==> src/bvd_pkg.sv <==
// constants for the battery voltage detect register bank
// assumes a 32-bit apb slave with byte addresses and a 25 MHz pclk
`default_nettype none
package bvd_pkg;

    // register byte offsets
    localparam logic [11:0] BVD_CTRL_OFFS    = 12'h000;
    localparam logic [11:0] BVD_CFG_OFFS     = 12'h004;
    localparam logic [11:0] BVD_STATUS_OFFS  = 12'h008;

    // control register fields
    localparam int          BVD_CTRL_LOW_IE  = 3;
    localparam int          BVD_CTRL_ULOW_IE = 2;
    localparam int          BVD_CTRL_MON_SEL = 1;
    localparam int          BVD_CTRL_BIT0    = 0;
    localparam int          BVD_CTRL_W       = 4;
    localparam logic [3:0]  BVD_CTRL_RESET   = 4'h0;

    // configuration register fields
    localparam int          BVD_CFG_W        = 2;
    localparam logic [1:0]  BVD_CFG_RESET    = 2'h2;

    // status register fields
    localparam int          BVD_STAT_LOW     = 1;
    localparam int          BVD_STAT_ULOW    = 0;
    localparam int          BVD_STAT_W       = 2;
    localparam logic [1:0]  BVD_STAT_RESET   = 2'h0;

    // thresholds in millivolts
    localparam logic [11:0] BVD_MON_BASE_MV  = 12'd1700;
    localparam logic [11:0] BVD_MON_STEP_MV  = 12'd100;
    localparam logic [11:0] BVD_HP_ULOW_MV   = 12'd1700;
    localparam logic [11:0] BVD_HP_LOW_MV    = 12'd1950;
    localparam logic [11:0] BVD_HP_STEP_MV   = 12'd200;

    // synchroniser depth for comparator results
    localparam int          BVD_SYNC_STAGES  = 2;

    // register selector
    typedef enum logic [1:0] {
        BVD_SEL_NONE   = 2'b00,
        BVD_SEL_CTRL   = 2'b01,
        BVD_SEL_CFG    = 2'b10,
        BVD_SEL_STATUS = 2'b11
    } bvd_sel_e;

endpackage
`default_nettype wire

==> src/bvd_sync2.sv <==
// two-stage synchroniser for asynchronous comparator levels
// assumes pclk domain and asynchronous active-low reset
`timescale 1ns/1ps
`default_nettype none
module bvd_sync2 #(
    parameter int W = 2
) (
    // clock and reset
    input  wire logic         pclk,
    input  wire logic         presetn,
    // levels
    input  wire logic [W-1:0] async_in,
    output var  logic [W-1:0] sync_out
);

    logic [W-1:0] meta_reg;

    // first stage is read only by the second
    always_ff @(posedge pclk or negedge presetn) begin
        if (!presetn) begin
            meta_reg <= '0;
            sync_out <= '0;
        end else begin
            meta_reg <= async_in;
            sync_out <= meta_reg;
        end
    end

endmodule
`default_nettype wire

==> src/bvd_regs.sv <==
// battery voltage detect register bank with apb slave
// assumes analog comparator results arrive asynchronously
//
// Notes on behaviour
// - control bit 3 enables low-voltage interrupt, reset clear.
// - control bit 2 enables ultra-low-voltage interrupt, reset clear.
// - control bit 1 set selects low-power monitor, clear selects precision path.
// - in monitor mode control bit 0 is threshold code msb.
// - in precision mode control bit 0 enables detector and references.
// - config bits 1:0 pick paired precision thresholds, reset to 10.
// - monitor threshold 1.7 V at 000 to 2.4 V at 111, 0.1 V steps.
// - status bit 1 shows battery below low threshold of active path.
// - status bit 0 shows below ultra-low only in precision mode.
// - ultra-low with both enables set raises nmi instead of ordinary irq.
`timescale 1ns/1ps
`default_nettype none
module bvd_regs
    import bvd_pkg::*;
(
    // apb
    input  wire logic        pclk,
    input  wire logic        presetn,
    input  wire logic        psel,
    input  wire logic        penable,
    input  wire logic        pwrite,
    input  wire logic [11:0] paddr,
    input  wire logic [31:0] pwdata,
    input  wire logic [3:0]  pstrb,
    output var  logic        pready,
    output var  logic [31:0] prdata,
    output var  logic        pslverr,
    // analog comparator results
    input  wire logic        ana_below_low,
    input  wire logic        ana_below_ultra_low,
    // analog controls
    output var  logic        lowpower_monitor_select,
    output var  logic        precision_detector_enable,
    output var  logic [2:0]  monitor_code,
    output var  logic [1:0]  hp_threshold_sel,
    output var  logic [11:0] low_thresh_mv,
    output var  logic [11:0] ultra_thresh_mv,
    // interrupts
    output var  logic        irq_maskable,
    output var  logic        irq_nmi
);

    logic [BVD_CTRL_W-1:0] ctrl_reg;
    logic [BVD_CFG_W-1:0]  cfg_reg;
    logic [BVD_STAT_W-1:0] status_reg;
    logic [BVD_STAT_W-1:0] status_next;
    logic [1:0]            cmp_sync;
    logic                  access;
    logic                  xfer_done;
    bvd_sel_e              sel;
    logic [31:0]           rd_next;
    logic                  mon_mode;
    logic                  det_on;
    logic                  nmi_next;
    logic                  irq_next;

    function automatic bvd_sel_e decode(input logic [11:0] a);
        unique case (a)
            BVD_CTRL_OFFS:   decode = BVD_SEL_CTRL;
            BVD_CFG_OFFS:    decode = BVD_SEL_CFG;
            BVD_STATUS_OFFS: decode = BVD_SEL_STATUS;
            default:         decode = BVD_SEL_NONE;
        endcase
    endfunction

    function automatic logic [11:0] low_mv(input logic mon, input logic [2:0] code);
        if (mon) begin
            low_mv = 12'(BVD_MON_BASE_MV + BVD_MON_STEP_MV * code);
        end else begin
            low_mv = 12'(BVD_HP_LOW_MV + BVD_HP_STEP_MV * code[1:0]);
        end
    endfunction

    // comparator levels cross into pclk
    bvd_sync2 #(
        .W (2)
    ) u_sync (
        .pclk     (pclk),
        .presetn  (presetn),
        .async_in ({ana_below_low, ana_below_ultra_low}),
        .sync_out (cmp_sync)
    );

    // apb handshake, one wait state
    assign access    = psel && penable;
    assign xfer_done = access && pready;
    assign sel       = decode(paddr);

    always_ff @(posedge pclk or negedge presetn) begin
        if (!presetn) begin
            pready <= 1'b0;
        end else begin
            pready <= access && !pready;
        end
    end

    // read mux, reserved bits zero
    always_comb begin
        rd_next = 32'h0000_0000;
        unique case (sel)
            BVD_SEL_CTRL:   rd_next[BVD_CTRL_W-1:0] = ctrl_reg;
            BVD_SEL_CFG:    rd_next[BVD_CFG_W-1:0]  = cfg_reg;
            BVD_SEL_STATUS: rd_next[BVD_STAT_W-1:0] = status_reg;
            BVD_SEL_NONE:   rd_next = 32'h0000_0000;
        endcase
    end

    always_ff @(posedge pclk or negedge presetn) begin
        if (!presetn) begin
            prdata  <= 32'h0000_0000;
            pslverr <= 1'b0;
        end else if (access && !pready) begin
            prdata  <= pwrite ? 32'h0000_0000 : rd_next;
            pslverr <= (sel == BVD_SEL_NONE);
        end else begin
            prdata  <= 32'h0000_0000;
            pslverr <= 1'b0;
        end
    end

    // control register
    always_ff @(posedge pclk or negedge presetn) begin
        if (!presetn) begin
            ctrl_reg <= BVD_CTRL_RESET;
        end else if (xfer_done && pwrite && pstrb[0] && sel == BVD_SEL_CTRL) begin
            ctrl_reg <= pwdata[BVD_CTRL_W-1:0];
        end
    end

    // configuration register
    always_ff @(posedge pclk or negedge presetn) begin
        if (!presetn) begin
            cfg_reg <= BVD_CFG_RESET;
        end else if (xfer_done && pwrite && pstrb[0] && sel == BVD_SEL_CFG) begin
            cfg_reg <= pwdata[BVD_CFG_W-1:0];
        end
    end

    assign mon_mode = ctrl_reg[BVD_CTRL_MON_SEL];
    assign det_on   = !mon_mode && ctrl_reg[BVD_CTRL_BIT0];

    // analog controls
    always_ff @(posedge pclk or negedge presetn) begin
        if (!presetn) begin
            lowpower_monitor_select   <= 1'b0;
            precision_detector_enable <= 1'b0;
            monitor_code              <= 3'h0;
            hp_threshold_sel          <= BVD_CFG_RESET;
        end else begin
            lowpower_monitor_select   <= mon_mode;
            precision_detector_enable <= det_on;
            monitor_code              <= mon_mode ? {ctrl_reg[BVD_CTRL_BIT0], cfg_reg}
                                                  : 3'h0;
            hp_threshold_sel          <= cfg_reg;
        end
    end

    // thresholds in effect, for software and trim
    always_ff @(posedge pclk or negedge presetn) begin
        if (!presetn) begin
            low_thresh_mv   <= 12'h000;
            ultra_thresh_mv <= 12'h000;
        end else begin
            low_thresh_mv   <= low_mv(mon_mode, {ctrl_reg[BVD_CTRL_BIT0], cfg_reg});
            ultra_thresh_mv <= mon_mode ? 12'h000
                             : 12'(BVD_HP_ULOW_MV + BVD_HP_STEP_MV * cfg_reg);
        end
    end

    // status follows the active path only
    always_comb begin
        status_next                = BVD_STAT_RESET;
        status_next[BVD_STAT_LOW]  = cmp_sync[1] && (mon_mode || det_on);
        status_next[BVD_STAT_ULOW] = cmp_sync[0] && det_on;
    end

    always_ff @(posedge pclk or negedge presetn) begin
        if (!presetn) begin
            status_reg <= BVD_STAT_RESET;
        end else begin
            status_reg <= status_next;
        end
    end

    // nmi takes the place of the ordinary irq
    assign nmi_next = status_reg[BVD_STAT_ULOW] && ctrl_reg[BVD_CTRL_ULOW_IE]
                      && ctrl_reg[BVD_CTRL_LOW_IE];
    assign irq_next = !nmi_next
                      && ((status_reg[BVD_STAT_LOW] && ctrl_reg[BVD_CTRL_LOW_IE])
                      || (status_reg[BVD_STAT_ULOW] && ctrl_reg[BVD_CTRL_ULOW_IE]));

    always_ff @(posedge pclk or negedge presetn) begin
        if (!presetn) begin
            irq_maskable <= 1'b0;
            irq_nmi      <= 1'b0;
        end else begin
            irq_maskable <= irq_next;
            irq_nmi      <= nmi_next;
        end
    end
endmodule
`default_nettype wire

==> config.mk <==
export PLATFORM = sky130hd
export DESIGN_NAME = bvd_regs
export DESIGN_NICKNAME = d
export VERILOG_FILES = /design/src/bvd_pkg.sv /design/src/bvd_sync2.sv /design/src/bvd_regs.sv
export SDC_FILE = /design/constraint.sdc
export NUM_CORES = 1
export LEC_CHECK = 0
export BUFFER_PORTS_ARGS = -buffer_cell sky130_fd_sc_hd__buf_4
export CORE_MARGIN = 5
export CORE_UTILIZATION = 30
export DETAILED_ROUTE_END_ITERATION = 7
export GPL_TIMING_DRIVEN = 1
export PLACE_DENSITY = 0.56
export SYNTH_ARGS = -nofsm -noshare
export SYNTH_HDL_FRONTEND = slang
export SYNTH_SLANG_ARGS = --single-unit
==> constraint.sdc <==
create_clock -name pclk -period 2.76 [get_ports pclk]
set_clock_uncertainty 0.1 [all_clocks]
set_input_delay 0.828 -clock pclk [delete_from_list [all_inputs] [get_ports pclk]]
set_output_delay 0.828 -clock pclk [all_outputs]
set_load 0.05 [all_outputs]
Word level (Yosys, flattened, before mapping). Index checks and enable logic that the tools add are counted.

Add/subtract/negate cells: 3. Multiply operators: 2. Divide/modulo/power cells: 0. Order comparisons: 0. Equal/unequal tests: 5. Shifts and indexed selects: 0. Multiplexer cells: 9. Bitwise gates (word level): 0. Reductions and logical operators: 21.

Operators with widths (number): adder 11 x 10 -> 12 bit (first input constant) (3); 2-to-1 mux 12 bit (2); logical AND 1 bit (14); == test 12 x 3 -> 1 bit (second input constant) (1); == test 12 x 4 -> 1 bit (second input constant) (1); logical NOT 12 bit (1); multiplier 5 x 3 -> 8 bit (first input constant) (1); 2-to-1 mux 4 bit (2); case mux 2 bit (4 select lines) (1); multiplier 5 x 2 -> 7 bit (first input constant) (1); case mux 2 bit (3 select lines) (1); == test 2 bit (second input constant) (2); logical NOT 1 bit (3); 2-to-1 mux 3 bit (1); == test 2 x 1 -> 1 bit (second input constant) (1); logical NOT 2 bit (1); logical OR 1 bit (2); 2-to-1 mux 2 bit (1); 2-to-1 mux 1 bit (1).

Flip-flop bits (word level): 79. Bits in latches: 0. Memory bits (writable): 0. Bits in read-only memories: 0. Input bits: 55. Word-level logic and storage cells: 56. Memories kept: 0.

Longest topological paths before layout.
Depth after elaboration: 6. Mapped depth: 8. Mapped depth without buffers: 8.

By module. Synthesis repeated with hierarchy kept, for this count alone.

Cells, all modules: 180. Area total of the unflattened synthesis: 2084.5 sq um.

Modules (own cells, without submodules): bvd_regs (times used 1, cells an instance 176, area an instance 1984.4 sq um, sequential area each 1028.5 sq um); bvd_sync2 (times used 1, cells an instance 4, area an instance 100.1 sq um, sequential area each 100.1 sq um).

Worst setup path after synthesis. No wires, ideal clock.

Path kind: input to register. From: in paddr[7]. To: reg prdata[2]. Data arrival time: 2.125 ns. Data required time: 2.594 ns. Path slack: 0.470 ns. Stages: 4. Path through: or4_4 > or4_4 > nor3_2 > and2_1.

Word-level cells in the longest chain between the ends: 6. Elaborated cells between the ends (all ways): 8. Classes of those cells: eq/ne: 3; mux: 4; reduce/logical: 1.

RTL lines: start, declared (RTL line bvd_regs.sv:26) `input wire logic [11:0] paddr,`; == test 12 x 4 -> 1 bit, or another cell as far along (RTL line bvd_regs.sv:62) `unique case (a)`; case mux 2 bit (3 select lines) (*) (RTL line bvd_regs.sv:62); == test 2 x 1 -> 1 bit (*) (RTL line bvd_regs.sv:104) `unique case (sel)`; 2-to-1 mux 2 bit (*) (RTL line bvd_regs.sv:104); 2-to-1 mux 4 bit (*) (RTL line bvd_regs.sv:117) `prdata <= pwrite ? 32'h0000_0000 : rd_next;`; 2-to-1 mux 4 bit (*) (RTL line bvd_regs.sv:116) `end else if (access && !pready) begin`; end signal, assigned (RTL line bvd_regs.sv:117); end, declared (RTL line bvd_regs.sv:30) `output var logic [31:0] prdata,`.

Every way passes the cells marked *; elsewhere a longest branch is shown, timed or not. A chain may end at the register's enable or synchronous reset.

Worst setup path in the final report.
From: reg cfg_reg[1]. To: reg low_thresh_mv[10].

Word-level cells in the longest chain between the ends: 3. Elaborated cells between the ends (all ways): 5. Classes of those cells: add/sub: 2; mul: 2; mux: 1.

RTL lines: start, declared (RTL line bvd_regs.sv:48) `logic [BVD_CFG_W-1:0] cfg_reg;`; start signal, assigned (RTL line bvd_regs.sv:139) `cfg_reg <= pwdata[BVD_CFG_W-1:0];`; multiplier 5 x 2 -> 7 bit / multiplier 5 x 3 -> 8 bit (equally long branches) (RTL line bvd_regs.sv:74, bvd_regs.sv:72); adder 11 x 10 -> 12 bit (on tied branches) (RTL line bvd_regs.sv:74, bvd_regs.sv:72); 2-to-1 mux 12 bit (*) (RTL line bvd_regs.sv:71) `if (mon) begin`; end signal, assigned (RTL line bvd_regs.sv:168) `low_thresh_mv <= low_mv(mon_mode, {ctrl_reg[BVD_CTRL_BIT0], cfg_reg});`; end, declared (RTL line bvd_regs.sv:40) `output var logic [11:0] low_thresh_mv,`.

Marked as above.

==> impl_metrics.json <==
{
  "reg2reg_depth": 7,
  "async_reset_ff_share_pct": 100,
  "dieArea_um2": 8720,
  "comb_power_share_pct": 11.2,
  "largest_reg_flops": 11,
  "p_sw_share_pct": 25.7,
  "r2r_start": "cfg_reg[1]",
  "hold_viol": 0,
  "io_buffers": 59,
  "synthTopCellsByArea": "dfrtp_1, buf_4, ha_1",
  "crit_slowest_cell": "dfstp_2",
  "postCtsSetupRepairBufs": 0,
  "clock_latency_ns": 0.30,
  "diodes": 0,
  "tns_ns": 0,
  "placed_cell_area_um2": 2490,
  "setup_viol": 0,
  "worst-path-max-fanout": 9,
  "finalCriticalPeriod_ns": 2.22,
  "max_cap_violations": 0,
  "postSynthAreaPerCell_um2": 11.6,
  "die_w_um": 93.4,
  "synthToLayoutAreaGrowth_pct": 25.3,
  "synth_ff_type": "dfrtp_1",
  "root_buffer": "clkbuf_8",
  "grt_pass1_vias": 1288,
  "postRouteAntennaNets": 0,
  "required_ns": 2.85,
  "cts.sinks": 45,
  "fill_cells": 684,
  "fin_ws_ns": 0.538,
  "critPathArrivalTime_ns": 2.31,
  "clock_path_buffers": 2,
  "reg2reg_to": "low_thresh_mv[10]",
  "powerDensity_nw_per_um2": 507,
  "timing.final.crit_share_pct": 80.5,
  "initial_core_util_pct": 30.7,
  "min_to": "u_sync.sync_out[1]",
  "cts_tree": "built",
  "ios": 122,
  "hp-class": "flip-flop to flip-flop",
  "synth_edf_count": 0,
  "worstHoldStart": "u_sync.meta_reg[1]",
  "drt-total-wl_um": 3780,
  "synth.distinct_cells": 31,
  "yosys.area.top_type": "dfrtp_1",
  "hold_buffers": 0,
  "status": "finished, final reports clean",
  "tightest_slew_ns": 0.713,
  "worstSetupStartpointType": "flip-flop",
  "path_cells": "inv_1 > ha_1 > inv_1 > ha_1 > nor3_1 > nand2_1 > a31o_2",
  "rows": 30,
  "cts_buffers": 5,
  "dr.pass1.iters": 4,
  "sequentialPowerShare_pct": 50.2,
  "ir_drop_mv": 0.168,
  "ys_seq_area_share_pct": 54.1,
  "max_flop_register": "low_thresh_mv",
  "die_h_um": 93.4,
  "nets": 309,
  "core-area_um2": 6790,
  "p_sw_uw": 341,
  "slew_headroom_pct": 52.5,
  "drive_gt1_share_pct": 34.6,
  "track_usage_pct": 8.92,
  "intPower_uw": 985,
  "grt-ovfl-total": 0,
  "largest_registers": "low_thresh_mv x11, ultra_thresh_mv x7",
  "p_leak_uw": 0.00131,
  "path_class": "flip-flop to flip-flop",
  "yosys_register_bits": 45,
  "wl_per_cell_um": 11.3,
  "startpoint": "cfg_reg[1]",
  "drc_errors": 0,
  "gp_congestion": 0.713,
  "via_per_inst": 3.92,
  "cts.htree.levels": 2,
  "clk_pin_slew_ns": 0.08,
  "r2r_slack_ns": 0.54,
  "power_uw": 1330,
  "place_ws_ns": 0.271,
  "syn-cell-area_um2": 2080,
  "clockPowerShare_pct": 38.6,
  "syn_inst": 180,
  "max_freq_ghz": 0.450,
  "grt_max_degree": 46,
  "yosys_warnings": 0,
  "yosys.area.top_type_share_pct": 51.6,
  "worstSetupEndpointType": "flip-flop",
  "max_stage_delay_ns": 0.62,
  "final_area_um2": 2610,
  "dp_hpwl_um": 2790,
  "antenna_found_initial": 0,
  "drt_iter0_drc": 37,
  "hold_depth": 0,
  "grt_first_pass_wirelength_um": 6020,
  "via_count": 1316,
  "post_cts_resized": 0,
  "grt_setup_unrepaired": "false",
  "finalMaxSlewViolations": 0
}
metrics by stage:
step	util (%)	instances	hold WS (ns)
after floorplan	-	210	0.231
after global placement	36.7	328	0.233
after detailed placement	36.7	328	0.235
after CTS	38.5	336	0.255
after global routing	38.5	336	0.264
final	38.5	336	0.254
area by class of cell:
class,instances,area (um^2),share of cell area (%)
Inverter,10,37.5,1.44
Timing Repair Buffer,59,443,17.0
Sequential cell,45,1130,43.2
Clock buffer,6,82.6,3.16
Multi-Input combinational cell,118,763,29.2
Clock inverter,2,37.5,1.44
Tap cell,96,120,4.60
cells in the final DEF, fill, tap and decap left out, types with 2 or more instances in the layout:
| master | n |
|---|---|
| mux2i_1 | 2 |
| xnor2_1 | 2 |
| dfstp_2 | 2 |
| clkbuf_8 | 6 |
| or4_4 | 3 |
| buf_4 | 59 |
| o21ai_0 | 2 |
| nand3_1 | 4 |
| nor2b_1 | 6 |
| a21oi_1 | 7 |
| nand2_1 | 5 |
| conb_1 | 31 |
| nor3_2 | 2 |
| ha_1 | 14 |
| and3_1 | 2 |
| dfrtp_1 | 43 |
| nor2_1 | 18 |
| mux2_2 | 6 |
| and2_1 | 4 |
| inv_1 | 10 |
| or2_2 | 2 |
worst max-delay path by stage:
stage | endpoint | slack, ns | cells past startpoint
2_1_floorplan | prdata[2] | 0.47 | 4
3_3_place_gp | ctrl_reg[1] | 0.26 | 5
3_5_place_dp | ctrl_reg[1] | 0.27 | 5
4_1_cts | low_thresh_mv[10] | 0.50 | 7
5_1_grt | low_thresh_mv[10] | 0.36 | 7
6_report | low_thresh_mv[10] | 0.54 | 7
power groups by stage:
| stage | sequential [uW] | clock [uW] | combinational [uW] |
|---|---|---|---|
| 2_1_floorplan | 684 | 0 | 134 |
| 3_3_place_gp | 678 | 0 | 149 |
| 3_5_place_dp | 678 | 0 | 149 |
| 4_1_cts | 665 | 531 | 149 |
| 5_1_grt | 666 | 558 | 158 |
| 6_report | 665 | 512 | 149 |
cells in the mapped netlist (2+ instances only):
cell and n:
dfstp_2 2, nor2_1 18, nor3_2 2, or4_4 3, dfrtp_1 43, ha_1 14, o21ai_0 2, and2_1 4
buf_4 34, nand2_1 5, nor2b_1 6, xnor2_1 2, inv_1 10, a21oi_1 7, nand3_1 4, or2_2 2
mux2i_1 2, and3_1 2, mux2_2 6
per-layer routing:
layer  part of all wire, %  track usage [%]  vias up  wire [um]
met5                     0                0        -          0
met4                   1.8             4.40        0         68
met3                    10             3.38        5        396
met2                    48             14.2       60       1810
met1                    40             10.5      623       1500
li1                      -                -      628          -
critical path, delay by kind of cell (launching register included):
kind | cells | cell delay, ns
AO/OA/AOI/OAI | 1 | 0.25
AND/OR/NAND/NOR | 2 | 0.32
buffers and inverters | 2 | 0.24
adder cells (fa/ha/maj) | 2 | 0.59
flip-flops | 1 | 0.62
logic make-up after synthesis:
logic type | synth area share, %
adder cells (fa/ha/maj) | 9.36
AO/OA/AOI/OAI | 3.96
XOR/XNOR | 0.840
buffers and inverters | 14.6
multiplexers | 4.20
other | 0.180
flip-flops | 54.1
AND/OR/NAND/NOR | 12.7
No activity file was read; power rests on OpenSTA's default activity.
